**config.mk**
```make
export PLATFORM = sky130hd
export DESIGN_NAME = bsl_boot_strap_latch
export DESIGN_NICKNAME = d
export VERILOG_FILES = /design/src/bsl_pkg.sv /design/src/bsl_boot_strap_latch.sv
export SDC_FILE = /design/constraint.sdc
export NUM_CORES = 1
export LEC_CHECK = 0
export BUFFER_PORTS_ARGS = -buffer_cell sky130_fd_sc_hd__buf_4
export CORE_AREA = 2 2 82 84
export CTS_CLUSTER_SIZE = 8
export DETAILED_ROUTE_END_ITERATION = 10
export DIE_AREA = 0 0 84 86
export PLACE_DENSITY_LB_ADDON = 0.05
export SLEW_MARGIN = 20
export SYNTH_ARGS = -nofsm -noshare
export SYNTH_HDL_FRONTEND = slang
export SYNTH_SLANG_ARGS = --single-unit
export TNS_END_PERCENT = 100
```
**constraint.sdc**
```tcl
create_clock -name clk_i -period 3.4 [get_ports clk_i]
set_clock_uncertainty 0.1 [all_clocks]
set_input_delay 0.68 -clock clk_i [delete_from_list [all_inputs] [get_ports clk_i]]
set_output_delay 0.68 -clock clk_i [all_outputs]
set_load 0.02 [all_outputs]
```
**src/bsl_pkg.sv**
```systemverilog
// constants and types shared by the boot strap latch
// Contract
// - five strap pins, each captured as one configuration bit
// - captured strap bits readable by software through a read-only register
// - straps sampled as 0 or 1 on every system reset cause
// - latched straps stay fixed until the next reset or power-down
// - weak pulls applied during reset: down on ldo and qualifier, up on others
// - after reset the strap pins return to their functional role
// - latched ldo strap picks flash supply: 0 is 3.3 V, 1 is 1.8 V
// - boot select 1 means flash boot; 0 with qualifier 0 means download
// - log strap 1 lets boot log toggle uart0 transmit, 0 keeps it silent
// - log and sdio straps pick sdio input and output edges, 1 means rising
// - firmware may override flash supply and sdio edges after boot
// - chip power-up pin high runs the chip, low holds it in reset
`default_nettype none
package bsl_pkg;
    localparam int          BSL_NUM_STRAPS   = 5;
    localparam int          BSL_ADDR_W       = 4;
    localparam int          BSL_DATA_W       = 32;
    // register offsets
    localparam logic [3:0]  BSL_OFF_STRAP    = 4'h0;
    localparam logic [3:0]  BSL_OFF_OVERRIDE = 4'h4;
    localparam logic [3:0]  BSL_OFF_STATUS   = 4'h8;
    // override register fields
    localparam int          BSL_OVR_W        = 5;
    localparam int          BSL_OVR_LDO_EN   = 0;
    localparam int          BSL_OVR_LDO_VAL  = 1;
    localparam int          BSL_OVR_SDIO_EN  = 2;
    localparam int          BSL_OVR_SDIO_IN  = 3;
    localparam int          BSL_OVR_SDIO_OUT = 4;
    localparam logic [4:0]  BSL_OVR_RESET    = 5'h00;
    // status register fields
    localparam int          BSL_ST_VALID     = 0;
    localparam int          BSL_ST_FLASH_1V8 = 1;
    localparam int          BSL_ST_BOOT      = 2;
    localparam int          BSL_ST_LOG_EN    = 4;
    localparam int          BSL_ST_SDIO_IN   = 5;
    localparam int          BSL_ST_SDIO_OUT  = 6;
    // pull defaults, bit order as in the strap register: 1 is pull-up
    localparam logic [4:0]  BSL_STRAP_PULL_UP = 5'h1a;
    localparam logic [4:0]  BSL_STRAP_PULL_DN = 5'h05;
    // timing
    localparam int          BSL_CLK_HZ         = 10_000_000;
    localparam int          BSL_PU_LOW_MIN_US  = 200;
    localparam int          BSL_PU_LOW_CYCLES  = BSL_PU_LOW_MIN_US * (BSL_CLK_HZ / 1_000_000);
    localparam logic [2:0]  BSL_SETTLE_CYCLES  = 3'h3;   // pin synchroniser depth plus one

    typedef struct packed {
        logic sdio_edge;
        logic log_timing;
        logic dl_qualifier;
        logic boot_select;
        logic ldo_voltage;
    } bsl_strap_s;

    typedef enum logic [1:0] {
        BSL_BOOT_FLASH    = 2'b00,
        BSL_BOOT_DOWNLOAD = 2'b01,
        BSL_BOOT_UNDEF    = 2'b10
    } bsl_boot_e;

    typedef enum logic {
        BSL_PH_RESET = 1'b0,
        BSL_PH_RUN   = 1'b1
    } bsl_phase_e;
endpackage : bsl_pkg
`default_nettype wire

```
**src/bsl_boot_strap_latch.sv**
```systemverilog
// boot strap latch: samples strap pins during system reset and serves them to software
`timescale 1ns/1ps
`default_nettype none
module bsl_boot_strap_latch #(
    parameter int PU_LOW_CYCLES = bsl_pkg::BSL_PU_LOW_CYCLES
) (
    input  wire logic                          clk_i,
    input  wire logic                          nrst_i,
    input  wire logic                          chip_power_up_pin_i,
    input  wire logic                          rtc_wdt_rst_i,
    input  wire logic                          brownout_rst_i,
    input  wire logic [bsl_pkg::BSL_NUM_STRAPS-1:0] strap_pad_i,
    input  wire logic [bsl_pkg::BSL_NUM_STRAPS-1:0] func_out_i,
    input  wire logic [bsl_pkg::BSL_NUM_STRAPS-1:0] func_oe_i,
    output var  logic [bsl_pkg::BSL_NUM_STRAPS-1:0] strap_pad_o,
    output var  logic [bsl_pkg::BSL_NUM_STRAPS-1:0] strap_pad_oe_o,
    output var  logic [bsl_pkg::BSL_NUM_STRAPS-1:0] pull_up_en_o,
    output var  logic [bsl_pkg::BSL_NUM_STRAPS-1:0] pull_down_en_o,
    output var  logic [bsl_pkg::BSL_NUM_STRAPS-1:0] func_in_o,
    input  wire logic [bsl_pkg::BSL_ADDR_W-1:0]     addr_i,
    input  wire logic [bsl_pkg::BSL_DATA_W-1:0]     wdata_i,
    input  wire logic                          wr_i,
    input  wire logic                          rd_i,
    output var  logic [bsl_pkg::BSL_DATA_W-1:0]     rdata_o,
    output var  logic                          strap_valid_o,
    output var  logic                          sys_rst_o,
    output var  logic                          flash_1v8_sel_o,
    output var  bsl_pkg::bsl_boot_e            boot_mode_o,
    output var  logic                          uart_log_en_o,
    output var  logic                          sdio_in_rise_o,
    output var  logic                          sdio_out_rise_o
);
    import bsl_pkg::*;

    // the low-time counter is 16 bits wide
    if (PU_LOW_CYCLES < 1 || PU_LOW_CYCLES > 65535) begin : g_bad_param
        $error("PU_LOW_CYCLES out of range");
    end

    localparam logic [15:0] PU_LIMIT = 16'(PU_LOW_CYCLES);

    ////////////////////////////////////////////////////////////////////////////
    // reset release and pin synchronisers

    logic                     rst_meta;
    logic                     rst_n;
    logic [BSL_NUM_STRAPS-1:0] strap_meta;
    logic [BSL_NUM_STRAPS-1:0] strap_sync;
    logic                     pu_meta;
    logic                     pu_sync;

    // power-on reset is released through two flops
    always_ff @(posedge clk_i or negedge nrst_i) begin
        if (!nrst_i) begin
            rst_meta <= 1'b0;
            rst_n    <= 1'b0;
        end else begin
            rst_meta <= 1'b1;
            rst_n    <= rst_meta;
        end
    end

    // straps and power-up pin come from the board, so two flops each
    always_ff @(posedge clk_i or negedge rst_n) begin
        if (!rst_n) begin
            strap_meta <= BSL_STRAP_PULL_UP;
            strap_sync <= BSL_STRAP_PULL_UP;
            pu_meta    <= 1'b1;
            pu_sync    <= 1'b1;
        end else begin
            strap_meta <= strap_pad_i;
            strap_sync <= strap_meta;
            pu_meta    <= chip_power_up_pin_i;
            pu_sync    <= pu_meta;
        end
    end

    ////////////////////////////////////////////////////////////////////////////
    // system reset sources and phase

    logic [15:0] pu_low_cnt;
    logic        pu_hold;
    logic        sys_rst_req;
    logic [2:0]  settle_cnt;
    bsl_phase_e  phase;

    // a short glitch on the power-up pin must not reset the chip
    always_ff @(posedge clk_i or negedge rst_n) begin
        if (!rst_n) begin
            pu_low_cnt <= 16'h0000;
        end else if (pu_sync) begin
            pu_low_cnt <= 16'h0000;
        end else if (pu_low_cnt != PU_LIMIT) begin
            pu_low_cnt <= pu_low_cnt + 16'h0001;
        end
    end

    assign pu_hold     = (pu_low_cnt == PU_LIMIT);
    assign sys_rst_req = pu_hold | rtc_wdt_rst_i | brownout_rst_i;

    // reset phase lasts while a cause is present, then long enough to settle the pins
    always_ff @(posedge clk_i or negedge rst_n) begin
        if (!rst_n) begin
            settle_cnt <= 3'h0;
            phase      <= BSL_PH_RESET;
        end else if (sys_rst_req) begin
            settle_cnt <= 3'h0;
            phase      <= BSL_PH_RESET;
        end else if (phase == BSL_PH_RESET) begin
            if (settle_cnt == BSL_SETTLE_CYCLES) begin
                phase <= BSL_PH_RUN;
            end else begin
                settle_cnt <= settle_cnt + 3'h1;
            end
        end
    end

    ////////////////////////////////////////////////////////////////////////////
    // strap latch

    bsl_strap_s strap;
    logic       valid;

    // track the pins while in reset; freeze the last sample when running
    always_ff @(posedge clk_i or negedge rst_n) begin
        if (!rst_n) begin
            strap <= bsl_strap_s'(BSL_STRAP_PULL_UP);
            valid <= 1'b0;
        end else if (phase == BSL_PH_RESET) begin
            strap <= bsl_strap_s'(strap_sync);
            valid <= 1'b0;
        end else begin
            valid <= 1'b1; // strap held
        end
    end

    ////////////////////////////////////////////////////////////////////////////
    // pad control: pulls during reset, functional use afterwards

    always_ff @(posedge clk_i or negedge rst_n) begin
        if (!rst_n) begin
            strap_pad_o    <= 5'h00;
            strap_pad_oe_o <= 5'h00;
            pull_up_en_o   <= BSL_STRAP_PULL_UP;
            pull_down_en_o <= BSL_STRAP_PULL_DN;
            func_in_o      <= 5'h00;
        end else if (phase == BSL_PH_RESET) begin
            strap_pad_o    <= 5'h00;
            strap_pad_oe_o <= 5'h00;              // pins left to board and pulls
            pull_up_en_o   <= BSL_STRAP_PULL_UP;
            pull_down_en_o <= BSL_STRAP_PULL_DN;
            func_in_o      <= 5'h00;
        end else begin
            strap_pad_o    <= func_out_i;
            strap_pad_oe_o <= func_oe_i;
            pull_up_en_o   <= 5'h00;
            pull_down_en_o <= 5'h00;
            func_in_o      <= strap_sync;
        end
    end

    ////////////////////////////////////////////////////////////////////////////
    // firmware override register

    logic [BSL_OVR_W-1:0] ovr;
    logic                 wr_ovr;

    // writes during reset are dropped; every system reset restores strap control
    assign wr_ovr = wr_i && (addr_i == BSL_OFF_OVERRIDE) && (phase == BSL_PH_RUN);

    always_ff @(posedge clk_i or negedge rst_n) begin
        if (!rst_n) begin
            ovr <= BSL_OVR_RESET;
        end else if (phase == BSL_PH_RESET) begin
            ovr <= BSL_OVR_RESET;
        end else if (wr_ovr) begin
            ovr <= wdata_i[BSL_OVR_W-1:0];
        end
    end

    ////////////////////////////////////////////////////////////////////////////
    // derived boot settings

    bsl_boot_e next_boot_mode;

    // qualifier high with boot select low is not a legal pair
    always_comb begin
        if (strap.boot_select) begin
            next_boot_mode = BSL_BOOT_FLASH;
        end else if (!strap.dl_qualifier) begin
            next_boot_mode = BSL_BOOT_DOWNLOAD;
        end else begin
            next_boot_mode = BSL_BOOT_UNDEF;
        end
    end

    always_ff @(posedge clk_i or negedge rst_n) begin
        if (!rst_n) begin
            flash_1v8_sel_o <= 1'b0;
            boot_mode_o     <= BSL_BOOT_FLASH;
            uart_log_en_o   <= 1'b0;
            sdio_in_rise_o  <= 1'b0;
            sdio_out_rise_o <= 1'b0;
            strap_valid_o   <= 1'b0;
            sys_rst_o       <= 1'b1;
        end else begin
            flash_1v8_sel_o <= ovr[BSL_OVR_LDO_EN] ? ovr[BSL_OVR_LDO_VAL] : strap.ldo_voltage;
            boot_mode_o     <= next_boot_mode;
            uart_log_en_o   <= strap.log_timing;
            sdio_in_rise_o  <= ovr[BSL_OVR_SDIO_EN] ? ovr[BSL_OVR_SDIO_IN] : strap.log_timing;
            sdio_out_rise_o <= ovr[BSL_OVR_SDIO_EN] ? ovr[BSL_OVR_SDIO_OUT] : strap.sdio_edge;
            strap_valid_o   <= valid;
            sys_rst_o       <= (phase == BSL_PH_RESET);
        end
    end

    ////////////////////////////////////////////////////////////////////////////
    // register read port, data one cycle after the strobe

    logic [BSL_DATA_W-1:0] next_rdata;

    // unmapped offsets read zero
    always_comb begin
        next_rdata = '0;
        unique case (addr_i)
            BSL_OFF_STRAP: begin
                next_rdata[BSL_NUM_STRAPS-1:0] = strap;
            end
            BSL_OFF_OVERRIDE: begin
                next_rdata[BSL_OVR_W-1:0] = ovr;
            end
            BSL_OFF_STATUS: begin
                next_rdata[BSL_ST_VALID]          = strap_valid_o;
                next_rdata[BSL_ST_FLASH_1V8]      = flash_1v8_sel_o;
                next_rdata[BSL_ST_BOOT +: 2]      = boot_mode_o;
                next_rdata[BSL_ST_LOG_EN]         = uart_log_en_o;
                next_rdata[BSL_ST_SDIO_IN]        = sdio_in_rise_o;
                next_rdata[BSL_ST_SDIO_OUT]       = sdio_out_rise_o;
            end
            default: begin
                next_rdata = '0;
            end
        endcase
    end

    always_ff @(posedge clk_i or negedge rst_n) begin
        if (!rst_n) begin
            rdata_o <= '0;
        end else if (rd_i) begin
            rdata_o <= next_rdata;
        end else begin
            rdata_o <= '0;
        end
    end
endmodule : bsl_boot_strap_latch
`default_nettype wire

```
==> results.md <==
- Final setup margin: approximately 1500 ps
- Crit-path slowest cell: or4b_1
- Fill cells: between 500 and 600
- Routed via count: between 2k and 2.5k
- DR WL/cell: between 10 and 15 µm
- Routability Congestion: around 0.79
- Setup crit start kind: register
- RSZ-0062 raised after global routing: no
- Sequential-to-total area share from yosys stat: 0.5818
- Routed vias/inst: about 4.9
- Ranking of synthesized cells by area: dfrtp_1, dfstp_2, buf_4
- H-tree Lvls: 3
- WP buf/inv: 0
- Top FF cell, synth: dfrtp_1
- Bufs on Longest Clock Path: 2
- All-Layer GR Usage: 0.1665
- Register bit total from synthesis: 75
- Static power due to leakage: 0.001816 µW
- Synth top cells by count: dfrtp_1, buf_4, a21oi_1, and2_1
- Critical Path Stages: 3
- Post-route setup TNS: 0 ps
- Share of the synthesized area in the top cell type: 0.4848
- Count of final setup violators: 0
- Reg2Reg Depth: 3
- Worst skew pair latency: around 340 ps
- Peak supply drop: 0.0003125 V
- Most frequent cell after synthesis: dfrtp_1
- Worst endpoint data arrival time: 2070 ps
- Relative slew margins: 0.5114
- Pre-CTS worst setup slack: approximately 1400 ps
- Mapped Area: roughly 0.0033 mm²
- CTS tree: built
- Die Y: between 80 and 90 µm
- Area grow syn2layout: 18.70%
- Combinational share of power: 0.076
- Yosys cell types: 37
- Worst min-delay path class: reg -> async
- Type of the worst setup path: reg -> reg
- Final WL: between 5000 and 6000 µm
- Share of cells above drive strength 1: 0.3333
- CP required: roughly 3600 ps
- Ant. Diodes: 0
- MaxCap Viol Count: 0
- IO buf count: 65
- Cell family with most CP delay: simple AND/OR/NAND/NOR gates
- CP Capture Type: register
- Worst-path clk slew: ~80 ps
- Reg power frac: 0.558
- Largest area contributor in the netlist: dfrtp_1
- 1st-iter DRT viols: approximately 140
- Core area: between 0.006 and 0.007 mm²
- Vias in the first global route: 1973
- Tot Pwr: approximately 1700 µW
- CP Cell Sequence: or4b_1 > nor4_4 > mux2i_1
- Drt drc: 0
- Post-Syn Area per Cell: around 12 µm²
- Clock power share: 0.366
- Root Driver: clkbuf_8
- CTS resizes: 0
- Dpl hpwl: 3917 µm
- Minimum clock period: 1905 ps
- Fin Hold WS: ~140 ps
- Clock sinks: 75
- Final #Nets: roughly 400
- Net Switching: roughly 430 µW
- Internal power: ~1300 µW
- YS warnings: 0
- Post-route ant nets: 0
- Initial Util: 0.5180
- Slowest cell delay on critical path: 580 ps
- Die ar.: between 0.007 and 0.008 mm²
- Status: complete, no violations
- Net switching fraction of the power: 0.2537
- Post-Route Utilization: 0.6149
- Final Slew Violations: 0
- Final hold violation count: 0
- Num ports: roughly 120
- F_max: between 500 and 600 MHz
- Final period util: 0.5603
- Worst-Margin Slew: a little over 700 ps
- Router iterations before antenna repair: 4
- Post-synth EDFFs: 0
- Asr flop ratio synth: 1.000
- Initial antenna violation count: 0
- Die Width: between 80 and 90 µm
- Power density over cell area: 436.9 mW/mm²
- Largest net degree at the start of global routing: 29
- Syn Inst Count: between 200 and 300
- Crit Path Max Fanout: 8
- Total congestion overflow: 0
- First-pass GRT wire length: around 9200 µm
- Floorplan row count: 29
- CTS buffer count: 9
==> flip-flops by register name (all words and copies together), names as in the netlist, 2 cells and up <==
signal          flops
strap_meta          5
strap_pad_o         5
strap_pad_oe_o      5
func_in_o           5
strap               5
boot_mode_o         2
settle_cnt          3
ovr                 5
strap_sync          5
pu_low_cnt         16
rdata_o             7
==> placed cells by master, fill, tap and decap left out, types with 4 or more instances in the layout <==
cell type	instances
a21oi_1	17
and2_1	17
buf_4	67
clkbuf_8	10
conb_1	31
dfrtp_1	62
dfstp_2	12
ha_1	4
inv_1	7
mux2_2	13
mux2i_1	7
nand2_1	11
nand3_1	12
nor2_1	13
nor2b_1	6
nor4_1	4
o21ai_0	8
o31ai_1	4
or2_2	6
or4_1	4
==> logic make-up after synthesis <==
kind of cell | share of synthesized area
compound gates | 0.05233
fa+ha+maj | 0.01539
other cells | 0.002309
buf+inv | 0.09734
flops | 0.5818
mux | 0.06656
simple gates | 0.1762
xor+xnor | 0.008082
==> power groups by stage <==
stage	Combinational, µW	Clock [µW]	Sequential [µW]
2_1_floorplan	94.1	0	964
3_3_place_gp	125	0	957
3_5_place_dp	128	0	958
4_1_cts	130	637	941
5_1_grt	141	681	945
6_report	128	617	941
==> worst register-to-register path: stages, from the launching register on <==
cell and delay [ps]:
dfrtp_1 460, or4b_1 580, nor4_4 460, mux2i_1 230
==> cell type report <==
| cell class | count | area (µm²) | area share |
|---|---|---|---|
| inverters | 7 | 26.28 | 0.006807 |
| well taps | 77 | 96.34 | 0.02496 |
| clock buffers | 11 | 141.4 | 0.03663 |
| flip-flops and latches | 75 | 1893 | 0.4904 |
| multi-input cells | 185 | 1152 | 0.2985 |
| repair buffers | 68 | 513.0 | 0.1329 |
| clock inverters | 5 | 37.54 | 0.009724 |
==> layer usage <==
layer	global-route usage	vias up	wire (µm)
met5	0	-	0
met4	0.06891	0	65
met3	0.06833	6	398
met2	0.2604	72	2611
met1	0.2069	1010	2509
li1	-	1025	-
==> per-stage QoR <==
stage | instances | cell area (µm²)
2_1_floorplan | 309 | 3361
3_3_place_gp | 411 | 3671
3_5_place_dp | 411 | 3671
4_1_cts | 428 | 3860
5_1_grt | 428 | 3860
6_report | 428 | 3860
==> repair_timing <==
action	in CTS	in global routing
endpoints found under the hold margin	2	0
buffers inserted	0	0
endpoints found under the setup margin	0	0
hold buffers	1	0
==> worst paths after layout <==
kind	slack [ps]	to	startpoint
hold reg to reg	140	func_in_o[3]	rst_n
hold / removal	140	func_in_o[3]	rst_n
setup / recovery	1490	pu_low_cnt[1]	pu_low_cnt[11]
setup reg to reg	1490	pu_low_cnt[1]	pu_low_cnt[11]
max in group asynchronous	2270	strap[4]	rst_n
min in group clk_i	250	strap_valid_o	valid
No activity file was read; power rests on OpenSTA's default activity.
